$ cat config.mk
export PLATFORM = sky130hd
export DESIGN_NAME = insn_class_cond_exc_prio
export DESIGN_NICKNAME = d
export VERILOG_FILES = /design/src/hw/insn_decode_pkg.sv /design/src/hw/insn_class_cond_exc_prio.sv
export SDC_FILE = /design/constraint.sdc
export NUM_CORES = 1
export LEC_CHECK = 0
export ABC_CLOCK_PERIOD_IN_PS = 3200
export BUFFER_PORTS_ARGS = -buffer_cell sky130_fd_sc_hd__buf_2
export CAP_MARGIN = 20
export CELL_PAD_IN_SITES_DETAIL_PLACEMENT = 1
export CELL_PAD_IN_SITES_GLOBAL_PLACEMENT = 2
export CORE_ASPECT_RATIO = 0.6
export CORE_MARGIN = 2
export CORE_UTILIZATION = 27
export CTS_CLUSTER_DIAMETER = 40
export DETAILED_ROUTE_END_ITERATION = 10
export GPL_ROUTABILITY_DRIVEN = 0
export GPL_TIMING_DRIVEN = 0
export HOLD_SLACK_MARGIN = 0.06
export PLACE_DENSITY = 0.78
export SYNTH_ARGS = -nofsm -noshare
export SYNTH_HDL_FRONTEND = slang
export SYNTH_SLANG_ARGS = --single-unit
$ cat constraint.sdc
create_clock -name pclk -period 3.2 [get_ports pclk]
set_input_delay 0.64 -clock pclk [delete_from_list [all_inputs] [get_ports pclk]]
set_output_delay 0.64 -clock pclk [all_outputs]
set_load 0.01 [all_outputs]
$ cat src/hw/insn_decode_pkg.sv
/*
  Shared constants and types for the instruction decode front end:
  class and condition encodings, exception kinds and vectors, field
  positions and the register map of the APB slave.
  Assumes a 32-bit instruction word and a 32-bit APB data path.
*/
package insn_decode_pkg;
  localparam int WORD_W = 32;
  localparam int ADDR_W = 12;

  // instruction word field positions
  localparam int COND_HI = 31;
  localparam int COND_LO = 28;
  localparam int TOP_HI  = 27;
  localparam int GRP_LO  = 25;
  localparam int OP5_LO  = 23;
  localparam int OP6_LO  = 22;
  localparam int MID_HI  = 21;
  localparam int MID_LO  = 20;
  localparam int SUB_HI  = 7;
  localparam int SUB_LO  = 4;
  localparam int BIT_IMM = 25;
  localparam int BIT_LNK = 24;
  localparam int BIT_SEL = 22;
  localparam int BIT_S   = 20;
  localparam int BIT_7   = 7;
  localparam int BIT_4   = 4;
  localparam int OPC_HI  = 24;
  localparam int OPC_LO  = 21;
  localparam int RN_LO   = 16;
  localparam int RD_LO   = 12;
  localparam int CP_LO   = 8;
  localparam int RM_LO   = 0;
  localparam int OFS_W   = 24;
  localparam int CPO_W   = 8;

  // class bits 27..25
  localparam logic [2:0] GRP_DP_REG = 3'h0;
  localparam logic [2:0] GRP_DP_IMM = 3'h1;
  localparam logic [2:0] GRP_LS_IMM = 3'h2;
  localparam logic [2:0] GRP_LS_REG = 3'h3;
  localparam logic [2:0] GRP_LDM    = 3'h4;
  localparam logic [2:0] GRP_BRANCH = 3'h5;
  localparam logic [2:0] GRP_COP_LS = 3'h6;
  // sub-patterns inside the groups
  localparam logic [5:0] OP6_MUL   = 6'h00;
  localparam logic [4:0] OP5_LONG  = 5'h01;
  localparam logic [4:0] OP5_MISC  = 5'h02;
  localparam logic [4:0] OP5_MSRI  = 5'h06;
  localparam logic [1:0] MID_READ  = 2'h0;
  localparam logic [1:0] MID_WRITE = 2'h2;
  localparam logic [3:0] NIB_MUL   = 4'h9;
  localparam logic [3:0] NIB_BX    = 4'h1;
  localparam logic [3:0] NIB_ZERO  = 4'h0;

  typedef enum logic [3:0] {
    cond_equal = 4'h0, cond_not_equal = 4'h1,
    cond_carry_set = 4'h2, cond_carry_clear = 4'h3,
    cond_negative = 4'h4, cond_positive_or_zero = 4'h5,
    cond_overflow = 4'h6, cond_no_overflow = 4'h7,
    cond_unsigned_higher = 4'h8, cond_unsigned_lower_same = 4'h9,
    cond_signed_ge = 4'ha, cond_signed_lt = 4'hb,
    cond_signed_gt = 4'hc, cond_signed_le = 4'hd,
    cond_always = 4'he, cond_never = 4'hf
  } cond_t;

  typedef enum logic [4:0] {
    cls_dp_imm, cls_dp_reg, cls_multiply, cls_multiply_long,
    cls_status_read, cls_status_write_reg, cls_status_write_imm,
    cls_branch_exchange, cls_ls_imm, cls_ls_reg, cls_ls_half,
    cls_swap, cls_ls_multiple, cls_cop_data, cls_cop_reg,
    cls_cop_ls, cls_branch, cls_swi, cls_undef, cls_unpredictable
  } class_t;

  typedef enum logic [2:0] {
    exc_none = 3'h0, exc_reset = 3'h1, exc_data_abort = 3'h2,
    exc_fiq = 3'h3, exc_irq = 3'h4, exc_prefetch_abort = 3'h5,
    exc_undef = 3'h6, exc_swi = 3'h7
  } exc_t;

  localparam logic [31:0] VEC_RESET = 32'h0000_0000;
  localparam logic [31:0] VEC_UNDEF = 32'h0000_0004;
  localparam logic [31:0] VEC_SWI   = 32'h0000_0008;
  localparam logic [31:0] VEC_PABT  = 32'h0000_000c;
  localparam logic [31:0] VEC_DABT  = 32'h0000_0010;
  localparam logic [31:0] VEC_IRQ   = 32'h0000_0018;
  localparam logic [31:0] VEC_FIQ   = 32'h0000_001c;

  // status word layout
  localparam int FLAG_N = 31;
  localparam int FLAG_Z = 30;
  localparam int FLAG_C = 29;
  localparam int FLAG_V = 28;
  localparam int BIT_I  = 7;
  localparam int BIT_F  = 6;
  localparam logic [31:0] STATUS_RESET = 32'h0000_00c0;
  localparam logic [31:0] STATUS_WMASK = 32'hf000_00c0;

  // register map
  localparam logic [ADDR_W-1:0] OFS_STATUS = 12'h000;
  localparam logic [ADDR_W-1:0] OFS_DECODE = 12'h004;
  localparam logic [ADDR_W-1:0] OFS_VECTOR = 12'h008;
  localparam logic [ADDR_W-1:0] OFS_INSN   = 12'h00c;
  localparam int DEC_CLASS_LSB = 0;
  localparam int DEC_PASS_BIT  = 8;
  localparam int DEC_EXEC_BIT  = 9;
  localparam int DEC_VALID_BIT = 10;
  localparam int DEC_KIND_LSB  = 12;
  localparam int DEC_DABT_BIT  = 16;
endpackage

$ cat src/hw/insn_class_cond_exc_prio.sv
/*
  Decode front end: sorts each fetched word into its encoding class,
  tests its condition against the status flags and arbitrates the
  pending exceptions by fixed priority. Status and decode state are
  visible over an APB slave.
  Assumes fetch and memory-system inputs are on pclk; interrupt and
  reset request pins are asynchronous and are synchronised here.
*/
// How it works
// - a reset request wins arbitration over everything else
// - data abort ranks below reset and above fast interrupt
// - fast interrupt beats normal interrupt, which beats prefetch abort
// - undefined and software trap rank lowest and never coincide
// - unlisted bit patterns decode as unpredictable, outcome unchecked
// - condition comes from bits 31 to 28 before other decoding
// - condition tested against N Z C V; failing words have no effect
// - condition 1110 always executes
// - condition 1111 is unpredictable; here it never executes
// - 0000/0001 test Z set/clear, 0100/0101 test N set/clear
// - 0010/0011 test C set/clear, 0110/0111 test V set/clear
// - 1000 needs C set and Z clear; 1001 C clear or Z set
// - 1010 needs N equal V; 1011 N differs from V
// - 1100 needs Z clear and N equal V; 1101 the inverse
// - class 001 is immediate data processing, 000 register form
// - status register read and write encodings with select and mask
// - class 101 is branch with 24-bit offset and link bit
// - class 110 is coprocessor load or store with 8-bit offset
// - the winning exception drives its fixed vector
module insn_class_cond_exc_prio (
  input  wire logic                                  pclk,               // core clock
  input  wire logic                                  presetn,            // async reset
  input  wire logic                                  psel,               // apb select
  input  wire logic                                  penable,            // apb enable
  input  wire logic                                  pwrite,             // apb direction
  input  wire logic [insn_decode_pkg::ADDR_W-1:0]    paddr,              // apb address
  input  wire logic [insn_decode_pkg::WORD_W-1:0]    pwdata,             // apb write data
  output logic      [insn_decode_pkg::WORD_W-1:0]    prdata,             // apb read data
  output logic                                       pready,             // apb ready
  output logic                                       pslverr,            // apb error
  input  wire logic                                  insn_valid,         // fetch word valid
  input  wire logic [insn_decode_pkg::WORD_W-1:0]    insn_word,          // fetched word
  input  wire logic                                  insn_fetch_abort,   // word fetch aborted
  input  wire logic                                  data_abort,         // data access abort
  input  wire logic                                  fiq_pin,            // fast irq request
  input  wire logic                                  irq_pin,            // irq request
  input  wire logic                                  reset_pin,          // reset request
  output logic                                       dec_valid,          // decode outputs valid
  output insn_decode_pkg::class_t                    dec_class,          // encoding class
  output logic                                       cond_pass,          // condition passed
  output logic                                       insn_exec,          // word takes effect
  output logic      [3:0]                            dec_opcode,         // alu opcode
  output logic                                       dec_set_flags,      // flag update bit
  output logic      [3:0]                            first_operand_reg,  // first operand
  output logic      [3:0]                            dest_reg,           // destination
  output logic      [3:0]                            second_operand_reg, // second operand
  output logic                                       dec_link,           // save return address
  output logic      [insn_decode_pkg::OFS_W-1:0]     branch_offset,      // branch offset
  output logic      [3:0]                            coprocessor_number, // coprocessor id
  output logic      [insn_decode_pkg::CPO_W-1:0]     cop_offset,         // coprocessor offset
  output logic      [4:0]                            cop_mode_bits,      // index/dir/len/wb/ld
  output logic                                       status_select,      // saved status sel
  output logic      [3:0]                            status_mask,        // write field mask
  output logic                                       exc_take,           // exception entered
  output insn_decode_pkg::exc_t                      exc_kind,           // which exception
  output logic      [insn_decode_pkg::WORD_W-1:0]    exc_vector          // vector address
);
  import insn_decode_pkg::*;

  function automatic logic cond_check(input logic [3:0] c, input logic [3:0] f);
    logic n, z, cy, v, r;
    n  = f[3];
    z  = f[2];
    cy = f[1];
    v  = f[0];
    case (cond_t'(c))
      cond_equal:               r = z;
      cond_not_equal:           r = !z;
      cond_carry_set:           r = cy;
      cond_carry_clear:         r = !cy;
      cond_negative:            r = n;
      cond_positive_or_zero:    r = !n;
      cond_overflow:            r = v;
      cond_no_overflow:         r = !v;
      cond_unsigned_higher:     r = cy && !z;
      cond_unsigned_lower_same: r = !cy || z;
      cond_signed_ge:           r = (n == v);
      cond_signed_lt:           r = (n != v);
      cond_signed_gt:           r = !z && (n == v);
      cond_signed_le:           r = z || (n != v);
      cond_always:              r = 1'b1;
      default:                  r = 1'b0;
    endcase
    return r;
  endfunction

  function automatic class_t classify(input logic [31:0] w);
    class_t     c;
    logic [4:0] op5;
    logic [1:0] mid;
    logic [3:0] sub;
    op5 = w[TOP_HI:OP5_LO];
    mid = w[MID_HI:MID_LO];
    sub = w[SUB_HI:SUB_LO];
    c   = cls_unpredictable;
    case (w[TOP_HI:GRP_LO])
      GRP_DP_REG: begin
        if (sub == NIB_MUL && w[TOP_HI:OP6_LO] == OP6_MUL)
          c = cls_multiply;
        else if (sub == NIB_MUL && op5 == OP5_LONG)
          c = cls_multiply_long;
        else if (sub == NIB_MUL && op5 == OP5_MISC && mid == MID_READ)
          c = cls_swap;
        else if (w[BIT_7] && w[BIT_4])
          c = (sub == NIB_MUL) ? cls_unpredictable : cls_ls_half;
        else if (op5 == OP5_MISC && mid == MID_WRITE && sub == NIB_BX)
          c = cls_branch_exchange;
        else if (op5 == OP5_MISC && mid == MID_READ && sub == NIB_ZERO)
          c = cls_status_read;
        else if (op5 == OP5_MISC && mid == MID_WRITE && !w[BIT_4])
          c = cls_status_write_reg;
        else if (op5 != OP5_MISC || w[BIT_S])
          c = cls_dp_reg;
      end
      GRP_DP_IMM: begin
        if (op5 == OP5_MSRI && mid == MID_WRITE)
          c = cls_status_write_imm;
        else if (op5 != OP5_MSRI || w[BIT_S])
          c = cls_dp_imm;
      end
      GRP_LS_IMM: c = cls_ls_imm;
      GRP_LS_REG: c = w[BIT_4] ? cls_undef : cls_ls_reg;
      GRP_LDM:    c = cls_ls_multiple;
      GRP_BRANCH: c = cls_branch;
      GRP_COP_LS: c = cls_cop_ls;
      default:    c = w[BIT_LNK] ? cls_swi : (w[BIT_4] ? cls_cop_reg : cls_cop_data);
    endcase
    return c;
  endfunction

  function automatic logic [31:0] vector_of(input exc_t k);
    case (k)
      exc_undef:          return VEC_UNDEF;
      exc_swi:            return VEC_SWI;
      exc_prefetch_abort: return VEC_PABT;
      exc_data_abort:     return VEC_DABT;
      exc_irq:            return VEC_IRQ;
      exc_fiq:            return VEC_FIQ;
      default:            return VEC_RESET;
    endcase
  endfunction

  // request pins: {reset, fiq, irq}
  logic [2:0]  pin_meta;
  logic [2:0]  pin_sync;
  logic [31:0] status_word;
  logic        da_pend;
  logic [31:0] dec_word;

  always_ff @(posedge pclk or negedge presetn) begin
    if (!presetn) begin
      pin_meta <= 3'h0;
      pin_sync <= 3'h0;
    end else begin
      pin_meta <= {reset_pin, fiq_pin, irq_pin};
      pin_sync <= pin_meta;
    end
  end

  wire [3:0] cond_field = insn_word[COND_HI:COND_LO];
  wire [3:0] nzcv       = status_word[FLAG_N:FLAG_V];
  wire       pass_now   = cond_check(cond_field, nzcv);
  wire       cls_is_und;
  wire       cls_is_swi;
  class_t    cls_now;
  assign cls_now    = classify(insn_word);
  assign cls_is_und = (cls_now == cls_undef);
  assign cls_is_swi = (cls_now == cls_swi);

  // requests seen together at an instruction boundary
  wire rst_req   = pin_sync[2];
  wire da_any    = da_pend || data_abort;
  wire fiq_req   = pin_sync[1] && !status_word[BIT_F];
  wire irq_req   = pin_sync[0] && !status_word[BIT_I];
  wire pa_req    = insn_valid && insn_fetch_abort;
  wire run_ok    = insn_valid && !insn_fetch_abort && pass_now;
  wire undef_req = run_ok && cls_is_und;
  wire swi_req   = run_ok && cls_is_swi;

  exc_t next_kind;
  assign next_kind = rst_req    ? exc_reset          :
                     !insn_valid ? exc_none          :
                     da_any     ? exc_data_abort     :
                     fiq_req    ? exc_fiq            :
                     irq_req    ? exc_irq            :
                     pa_req     ? exc_prefetch_abort :
                     undef_req  ? exc_undef          :
                     swi_req    ? exc_swi : exc_none;

  wire take_da  = (next_kind == exc_data_abort);
  // an abort already pending and a new one in the take cycle: keep one
  wire next_da  = !rst_req && ((da_pend && data_abort) || (da_any && !take_da));
  wire next_run = run_ok && (next_kind == exc_none);

  // apb decode
  wire hit_status = (paddr == OFS_STATUS);
  wire hit_decode = (paddr == OFS_DECODE);
  wire hit_vector = (paddr == OFS_VECTOR);
  wire hit_insn   = (paddr == OFS_INSN);
  wire mapped     = hit_status || hit_decode || hit_vector || hit_insn;
  wire wr_status  = psel && penable && pwrite && hit_status;
  wire rd_setup   = psel && !penable && !pwrite;
  assign pready   = 1'b1;
  assign pslverr  = psel && penable && !mapped;

  logic [31:0] decode_view;
  always_comb begin
    decode_view = '0;
    decode_view[DEC_CLASS_LSB +: 5] = dec_class;
    decode_view[DEC_PASS_BIT]       = cond_pass;
    decode_view[DEC_EXEC_BIT]       = insn_exec;
    decode_view[DEC_VALID_BIT]      = dec_valid;
    decode_view[DEC_KIND_LSB +: 3]  = exc_kind;
    decode_view[DEC_DABT_BIT]       = da_pend;
  end

  wire [31:0] rd_mux = hit_status ? status_word :
                       hit_decode ? decode_view :
                       hit_vector ? exc_vector  :
                       hit_insn   ? dec_word    : '0;

  // entry masks interrupts; reset and fiq entry also mask fiq
  wire        mask_i   = (next_kind != exc_none);
  wire        mask_f   = (next_kind == exc_reset) || (next_kind == exc_fiq);
  wire [31:0] sw_value = wr_status ? ((status_word & ~STATUS_WMASK) | (pwdata & STATUS_WMASK))
                                   : status_word;
  wire [31:0] next_status = sw_value | ({31'h0, mask_i} << BIT_I) | ({31'h0, mask_f} << BIT_F);

  always_ff @(posedge pclk or negedge presetn) begin
    if (!presetn) begin
      status_word <= STATUS_RESET;
      da_pend     <= 1'b0;
      prdata      <= '0;
    end else begin
      status_word <= next_status;
      da_pend     <= next_da;
      if (rd_setup)
        prdata <= rd_mux;
    end
  end

  always_ff @(posedge pclk or negedge presetn) begin
    if (!presetn) begin
      exc_take   <= 1'b0;
      exc_kind   <= exc_none;
      exc_vector <= VEC_RESET;
    end else begin
      exc_take   <= (next_kind != exc_none);
      exc_kind   <= next_kind;
      exc_vector <= vector_of(next_kind);
    end
  end

  always_ff @(posedge pclk or negedge presetn) begin
    if (!presetn) begin
      dec_valid <= 1'b0;
      cond_pass <= 1'b0;
      insn_exec <= 1'b0;
      dec_class <= cls_unpredictable;
      dec_word  <= '0;
    end else begin
      dec_valid <= insn_valid;
      insn_exec <= next_run;
      if (insn_valid) begin
        cond_pass <= pass_now;
        dec_class <= cls_now;
        dec_word  <= insn_word;
      end
    end
  end

  // field views of the held word
  assign dec_opcode         = dec_word[OPC_HI:OPC_LO];
  assign dec_set_flags      = dec_word[BIT_S];
  assign first_operand_reg  = dec_word[RN_LO +: 4];
  assign dest_reg           = dec_word[RD_LO +: 4];
  assign second_operand_reg = dec_word[RM_LO +: 4];
  assign dec_link           = dec_word[BIT_LNK];
  assign branch_offset      = dec_word[OFS_W-1:0];
  assign coprocessor_number = dec_word[CP_LO +: 4];
  assign cop_offset         = dec_word[CPO_W-1:0];
  assign cop_mode_bits      = dec_word[OPC_HI:MID_LO];
  assign status_select      = dec_word[BIT_SEL];
  assign status_mask        = dec_word[RN_LO +: 4];
endmodule

==> results.sh, run 1 <==
export IMPL_wl_um=15900
export IMPL_grt_busiest_layer="met2"
export IMPL_synthesis_area_sq_um=4990
export IMPL_grt_pass1_vias=4285
export IMPL_fin_tns_setup_ns=0
export IMPL_finClkSkew_ns=0.00531
export IMPL_synth_area_leaders="dfrtp_1 44%, buf_4 14%, mux2_2 9.3%, nand2_1 4.5%, o21ai_0 3.6%"
export IMPL_ys_dominant_reg_cell="dfrtp_1"
export IMPL_fmax_mhz=362
export IMPL_fp_dieH_um=109
export IMPL_die_area_sq_um=19600
export IMPL_yosysSeqAreaShare_pct=46.3
export IMPL_ys_seq_elements=92
export IMPL_die_width_um=179
export IMPL_layout_nets=778
export IMPL_timing_final_max_slew_violations=0
export IMPL_synth_top_area_share_pct=43.7
export IMPL_crit_fanout=7
export IMPL_clk_latency_ns=0.34
export IMPL_area_growth_pct=31.2
export IMPL_p_leak_nw=3.22
export IMPL_critPathArrivalTime_ns=2.99
export IMPL_cts_tree="done"
export IMPL_netlist_top_cell_by_area="dfrtp_1"
export IMPL_reg2reg_depth=8
export IMPL_critPathLaunchType="primary input"
export IMPL_post_route_drc_count=0
export IMPL_routedWlPerCell_um=16.9
export IMPL_grt_use_met2_pct=24.2
export IMPL_post_cts_resized=1
export IMPL_synth_async_reset_ratio_pct=100
export IMPL_overflow=0
export IMPL_power_mw=2.89
export IMPL_layout_drive_gt1_share_pct=49.3
export IMPL_antenna_found_initial=1
export IMPL_grt_max_degree=51
export IMPL_worstPathRequired_ns=3.43
export IMPL_tightest_slew_ns=1.03
export IMPL_clk_pin_slew_ns=0.07
export IMPL_post_route_period_util_pct=86.3
export IMPL_postCtsHoldBufs=0
export IMPL_grt_pass1_wl_um=24400
export IMPL_post_route_min_period_ns=2.76
export IMPL_rsz0062_at_grt="no"
export IMPL_crit_path_end_kind="register"
export IMPL_synthCells=485
export IMPL_fillerInstances=2144
export IMPL_grtUsageMet1_pct=23.4
export IMPL_pin_count=229
export IMPL_cts_sinks=92
export IMPL_core_sq_um=18100
export IMPL_cts_root_buf="clkbuf_16"
export IMPL_initial_core_util_pct=27.6
export IMPL_finalSetupViolations=0
export IMPL_final_hold_viol_count=0
export IMPL_worstHoldPathType="in -> async"
export IMPL_clockBufferDepth=2
export IMPL_vias=4170
export IMPL_status="finished, final reports clean"
export IMPL_syn_area_per_cell_sq_um=10.3
export IMPL_grt_util_met3_pct=4.71
export IMPL_diodes=0
export IMPL_numPortBuffers=166
export IMPL_max_slew_margin_pct=31.0
export IMPL_drt_iter0_markers=188
export IMPL_irDropWorstVdd_v=0.000220
export IMPL_viasPerCell=4.46
export IMPL_cts_buffers_inserted=9
export IMPL_synth_edf_count=0
export IMPL_path_class="in -> reg"
export IMPL_rows=38
export IMPL_cts_setup_buffers=0
export IMPL_dr_pass1_iters=4
export IMPL_grt_total_usage_pct=16.2
export IMPL_antenna_left=0
export IMPL_dp_hpwl_um=12400
export IMPL_power_density_nw_per_um2=441
export IMPL_yosysWarnings=0
export IMPL_maxCapViolCount=0
export IMPL_htreeDepth=3
export IMPL_synth_cell_types=63
worst max-delay path, cell delays in order:
cell and delay [ns]:
buf_2 0.11, nor4_1 0.34, nand3_1 0.29, nor3_2 0.57, and4_1 0.27, clkbuf_1 0.39
mux2_2 0.39
area by class of cell:
| type | instances | area [sq um] | share of cell area (%) |
|---|---|---|---|
| multi-input cells | 297 | 1980 | 30.2 |
| clock buffers | 10 | 239 | 3.65 |
| well taps | 240 | 300 | 4.59 |
| flip-flops and latches | 92 | 2310 | 35.3 |
| repair buffers | 167 | 861 | 13.2 |
| inverters | 10 | 37.5 | 0.574 |
| plain buffers | 114 | 773 | 11.8 |
| clock inverters | 6 | 47.5 | 0.727 |
layout by cell type (no fill, tap or decap), types with 3 or more instances in the layout:
cell type and instances:
o21a_1 4, nand2_1 60, a21o_1 4, o211ai_1 4
o31ai_1 3, nor2b_1 7, dfrtp_1 87, buf_2 168
a22oi_1 18, and3_1 4, clkinvlp_4 4, dfstp_2 5
buf_4 92, buf_1 4, mux2i_1 6, mux2_2 41
nor2_1 14, nand2b_1 4, conb_1 30, a21oi_1 12
clkbuf_16 9, clkbuf_1 16, inv_1 9, nand3_1 3
o21ai_0 36
Yosys cell counts (4+ instances only):
| master | instances |
|---|---|
| a21oi_1 | 12 |
| o21a_1 | 4 |
| clkbuf_1 | 16 |
| a21o_1 | 4 |
| and3_1 | 4 |
| nand2b_1 | 4 |
| buf_4 | 91 |
| nor2b_1 | 7 |
| dfstp_2 | 5 |
| a22oi_1 | 18 |
| buf_1 | 4 |
| nor2_1 | 14 |
| o211ai_1 | 4 |
| o21ai_0 | 36 |
| mux2i_1 | 6 |
| nand2_1 | 60 |
| dfrtp_1 | 87 |
| inv_1 | 9 |
| mux2_2 | 41 |
report_power, final:
part	total (mW)	internal, mW	leakage [nW]	switching, mW
clock	1.04	0.552	0.127	0.484
combinational	0.562	0.289	1.92	0.273
sequential	1.29	1.23	1.16	0.0642
state kept, by name, indices dropped and copies added, names as in the netlist, 3 cells and up:
signal and cells:
dec_word 32, prdata 32, status_word 6, dec_class 5, exc_kind 3, exc_vector 3
pin_meta 3, pin_sync 3
cells by family after synthesis:
| kind of cell | count (synthesis) | synth area share (%) |
|---|---|---|
| buf+inv | 124 | 16.3 |
| simple gates | 117 | 12.2 |
| flops | 92 | 46.3 |
| mux | 47 | 10.5 |
| other cells | 2 | 0.151 |
| compound gates | 102 | 14.4 |
| xor+xnor | 1 | 0.176 |
through the flow:
step / cell area (sq um) / cells / worst slack (ns) / utilization, % / hold WS, ns
floorplan: 5090 / 513 / 0.530 / - / 0.331
global placement: 6220 / 919 / -0.179 / 34.4 / 0.338
detailed placement: 6250 / 920 / -0.391 / 34.6 / 0.342
CTS: 6540 / 936 / 0.336 / 36.2 / 0.311
global route: 6540 / 936 / 0.198 / 36.2 / 0.327
finish: 6540 / 936 / 0.437 / 36.2 / 0.287
worst paths after layout:
| path | endpoint | slack [ns] | from |
|---|---|---|---|
| worst max register to register | insn_exec$_DFF_PN0_ | 0.64 | status_word[28]$_DFFE_PN0P_ |
| worst min-delay path | dec_word[3]$_DFFE_PN0P_ | 0.29 | presetn |
| worst min register to register | pin_sync[2]$_DFF_PN0_ | 0.36 | pin_meta[2]$_DFF_PN0_ |
| max in group asynchronous | dec_class[0]$_DFFE_PN1P_ | 2.19 | presetn |
| min in group pclk | pin_sync[2]$_DFF_PN0_ | 0.36 | pin_meta[2]$_DFF_PN0_ |
| worst max-delay path | status_word[29]$_DFFE_PN0P_ | 0.44 | paddr[9] |
metal layers:
| layer | part of all wire [%] | vias up |
|---|---|---|
| met1 | 50 | 2044 |
| met3 | 6.5 | 10 |
| met4 | 0.64 | 2 |
| li1 | - | 1977 |
| met2 | 43 | 137 |
| met5 | 0.069 | - |
Power figures use the tool's default switching activity.
==> run 2, diff against run 1 <==
ABC_AREA = 1   (was not set)
CORE_MARGIN = 3   (was 2)
CORE_UTILIZATION = 26   (was 27)
PLACE_DENSITY = 0.8   (was 0.78)
==> run 2 against run 1 <==
Routed wire length rose by 7.9%. Fmax rose by 9.5%. Clock skew rose by 0.0056 ns. Die area up 9.5%. Core utilization is 0.99 points lower. Synthesized cell count up 30%. Non-clock buffer count did not move. Critical path type is now in -> out. Synthesized area is 2.7% higher. Critical path depth decreased by 1. Power grew 3.0%.
==> results.sh, run 2 <==
export IMPL_finClkSkew_ns=0.0109
export IMPL_syn_area_per_cell_sq_um=8.14
export IMPL_area_growth_pct=31.9
export IMPL_die_area_sq_um=21500
export IMPL_grt_pass1_wl_um=26600
export IMPL_finalSetupViolations=0
export IMPL_clockBufferDepth=2
export IMPL_synth_edf_count=0
export IMPL_r2r_start="status_word[28]$_DFFE_PN0P_"
export IMPL_cts_tree="done"
export IMPL_layout_commonest_cell="buf_2"
export IMPL_routedWlPerCell_um=15.4
export IMPL_layout_common_cells="171 x buf_2, 149 x nand2_1, 92 x buf_4"
export IMPL_synth_top_cells_by_count="149 x nand2_1, 91 x buf_4, 87 x dfrtp_1"
export IMPL_layout_nets=928
export IMPL_grt_pass1_vias=4638
export IMPL_fmax_mhz=396
export IMPL_overflow=0
export IMPL_rows=39
export IMPL_core_sq_um=19200
export IMPL_tightest_slew_ns=0.968
export IMPL_place_worst_setup_slack_ns=0.337
export IMPL_slowest_stage="nor4_2"
export IMPL_post_route_period_util_pct=78.9
export IMPL_maxCapViolCount=0
export IMPL_dr_pass1_iters=4
export IMPL_die_width_um=187
export IMPL_rrSetupSlack_ns=0.95
export IMPL_synth_top_area_share_pct=42.5
export IMPL_dp_hpwl_um=13700
export IMPL_synth_async_reset_ratio_pct=100
export IMPL_clk_pin_slew_ns=0.07
export IMPL_postCtsHoldBufs=0
export IMPL_crit_fanout=6
export IMPL_r2r_end="exc_vector[3]$_DFF_PN0_"
export IMPL_fillerInstances=2369
export IMPL_ys_dominant_reg_cell="dfrtp_1"
export IMPL_pin_count=229
export IMPL_status="finished, final reports clean"
export IMPL_synth_cell_types=37
export IMPL_yosysMostFrequentCell="nand2_1"
export IMPL_cp_top_family="simple AND/OR/NAND/NOR gates"
export IMPL_post_cts_resized=0
export IMPL_layout_setup_ws_ns=0.676
export IMPL_rsz0062_at_grt="no"
export IMPL_critPathArrivalTime_ns=1.88
export IMPL_drt_iter0_markers=199
export IMPL_path_buf_inv=3
export IMPL_clk_latency_ns=0.34
export IMPL_p_leak_nw=3.69
export IMPL_power_density_nw_per_um2=440
export IMPL_antenna_found_initial=0
export IMPL_worstPathCellList="buf_2 > nor4_2 > nand2_1 > inv_1 > a21oi_1 > buf_2"
export IMPL_critPathMaxStageDelay_ns=0.64
export IMPL_grt_total_usage_pct=15.8
export IMPL_path_class="in -> out"
export IMPL_worstHoldPathType="in -> async"
export IMPL_cts_root_buf="clkbuf_16"
export IMPL_synth_area_leaders="dfrtp_1 43%, buf_4 13%, nand2_1 11%, inv_1 5.3%, o21ai_0 4.5%"
export IMPL_reg2reg_depth=17
export IMPL_synthesis_area_sq_um=5120
export IMPL_ys_seq_elements=92
export IMPL_grt_max_degree=64
export IMPL_diodes=0
export IMPL_yosysWarnings=0
export IMPL_max_slew_margin_pct=35.0
export IMPL_worstPathRequired_ns=2.56
export IMPL_synthCells=629
export IMPL_fp_dieH_um=115
export IMPL_cp_depth=6
export IMPL_critPathMostFrequentCell="buf_2"
export IMPL_critPathLaunchType="primary input"
export IMPL_cts_buffers_inserted=9
export IMPL_antenna_left=0
export IMPL_post_route_min_period_ns=2.52
export IMPL_netlist_top_cell_by_area="dfrtp_1"
export IMPL_cts_setup_buffers=0
export IMPL_timing_final_max_slew_violations=0
export IMPL_viasPerCell=4.14
export IMPL_reg_largest_list="dec_word x32, prdata x32, status_word x6"
export IMPL_wl_um=17100
export IMPL_htreeDepth=3
export IMPL_vias=4602
export IMPL_irDropWorstVdd_v=0.000247
export IMPL_yosysSeqAreaShare_pct=45.1
export IMPL_final_hold_viol_count=0
export IMPL_fin_tns_setup_ns=0
export IMPL_post_route_drc_count=0
export IMPL_layout_drive_gt1_share_pct=39.2
export IMPL_cts_sinks=92
export IMPL_crit_path_end_kind="output port"
export IMPL_initial_core_util_pct=26.7
export IMPL_numPortBuffers=172
-- run 2: cell count changes after synthesis, moves of 10 or more --
cell,previous run,this run
nand3_1,3,19
mux2_2,41,0
nor2_1,14,31
inv_2,1,11
o22ai_1,1,11
o21ai_0,36,46
nand2_2,0,11
a22oi_1,18,0
inv_1,9,72
o31ai_1,3,14
nand2_1,60,149
-- run 2: power by group --
| group | internal, mW | switching, mW |
|---|---|---|
| Sequential | 1.23 | 0.0509 |
| Combinational | 0.261 | 0.322 |
| Clock | 0.631 | 0.477 |
| Total | 2.13 | 0.850 |
-- run 2: final cells by class --
| cell class | instances | area (sq um) | area share [%] |
|---|---|---|---|
| repair buffers | 173 | 891 | 13.2 |
| multi-input cells | 374 | 1860 | 27.5 |
| flip-flops and latches | 92 | 2310 | 34.2 |
| well taps | 266 | 333 | 4.93 |
| clock inverters | 5 | 61.3 | 0.908 |
| inverters | 83 | 312 | 4.61 |
| plain buffers | 108 | 747 | 11.1 |
| clock buffers | 11 | 243 | 3.59 |
-- run 2: logic make-up (layout without fill, tap and decap cells) --
| kind of cell | Yosys count | in the layout | share of synthesized area, % |
|---|---|---|---|
| buf+inv | 191 | 380 | 20.7 |
| other cells | 2 | 30 | 0.147 |
| simple gates | 246 | 246 | 22.1 |
| flops | 92 | 92 | 45.1 |
| compound gates | 98 | 98 | 12.0 |
-- run 2: how the worst max path moves through the flow --
| stage | start | end | slack (ns) |
|---|---|---|---|
| finish | paddr[9] | pslverr | 0.68 |
| global route | paddr[5] | prdata[14]$_DFFE_PN0P_ | 0.51 |
| CTS | paddr[5] | pslverr | 0.66 |
| detailed placement | paddr[5] | prdata[14]$_DFFE_PN0P_ | 0.34 |
| global placement | paddr[5] | prdata[14]$_DFFE_PN0P_ | 0.35 |
| floorplan | paddr[9] | status_word[6]$_DFF_PN1_ | 1.13 |
-- run 2: metal layers --
metal | GRT usage, % | part of all wire (%) | routed length [um] | vias to the layer above
met5 | 0 | 0 | 0 | -
met4 | 1.66 | 0.44 | 75 | 0
met3 | 4.53 | 6.8 | 1160 | 8
met2 | 22.4 | 39 | 6750 | 125
met1 | 24.4 | 53 | 9120 | 2161
li1 | - | - | - | 2308
-- run 2: stage by stage --
step | util (%) | total power, mW | area, sq um | hold WS (ns) | std cells
after global routing | 35.2 | 3.14 | 6760 | 0.248 | 1112
after CTS | 35.2 | 3.02 | 6760 | 0.238 | 1112
final | 35.2 | 2.97 | 6760 | 0.228 | 1112
after detailed placement | 33.6 | 1.90 | 6450 | 0.336 | 1096
after floorplan | - | 1.63 | 5230 | 0.331 | 657
after global placement | 33.5 | 1.88 | 6420 | 0.332 | 1095
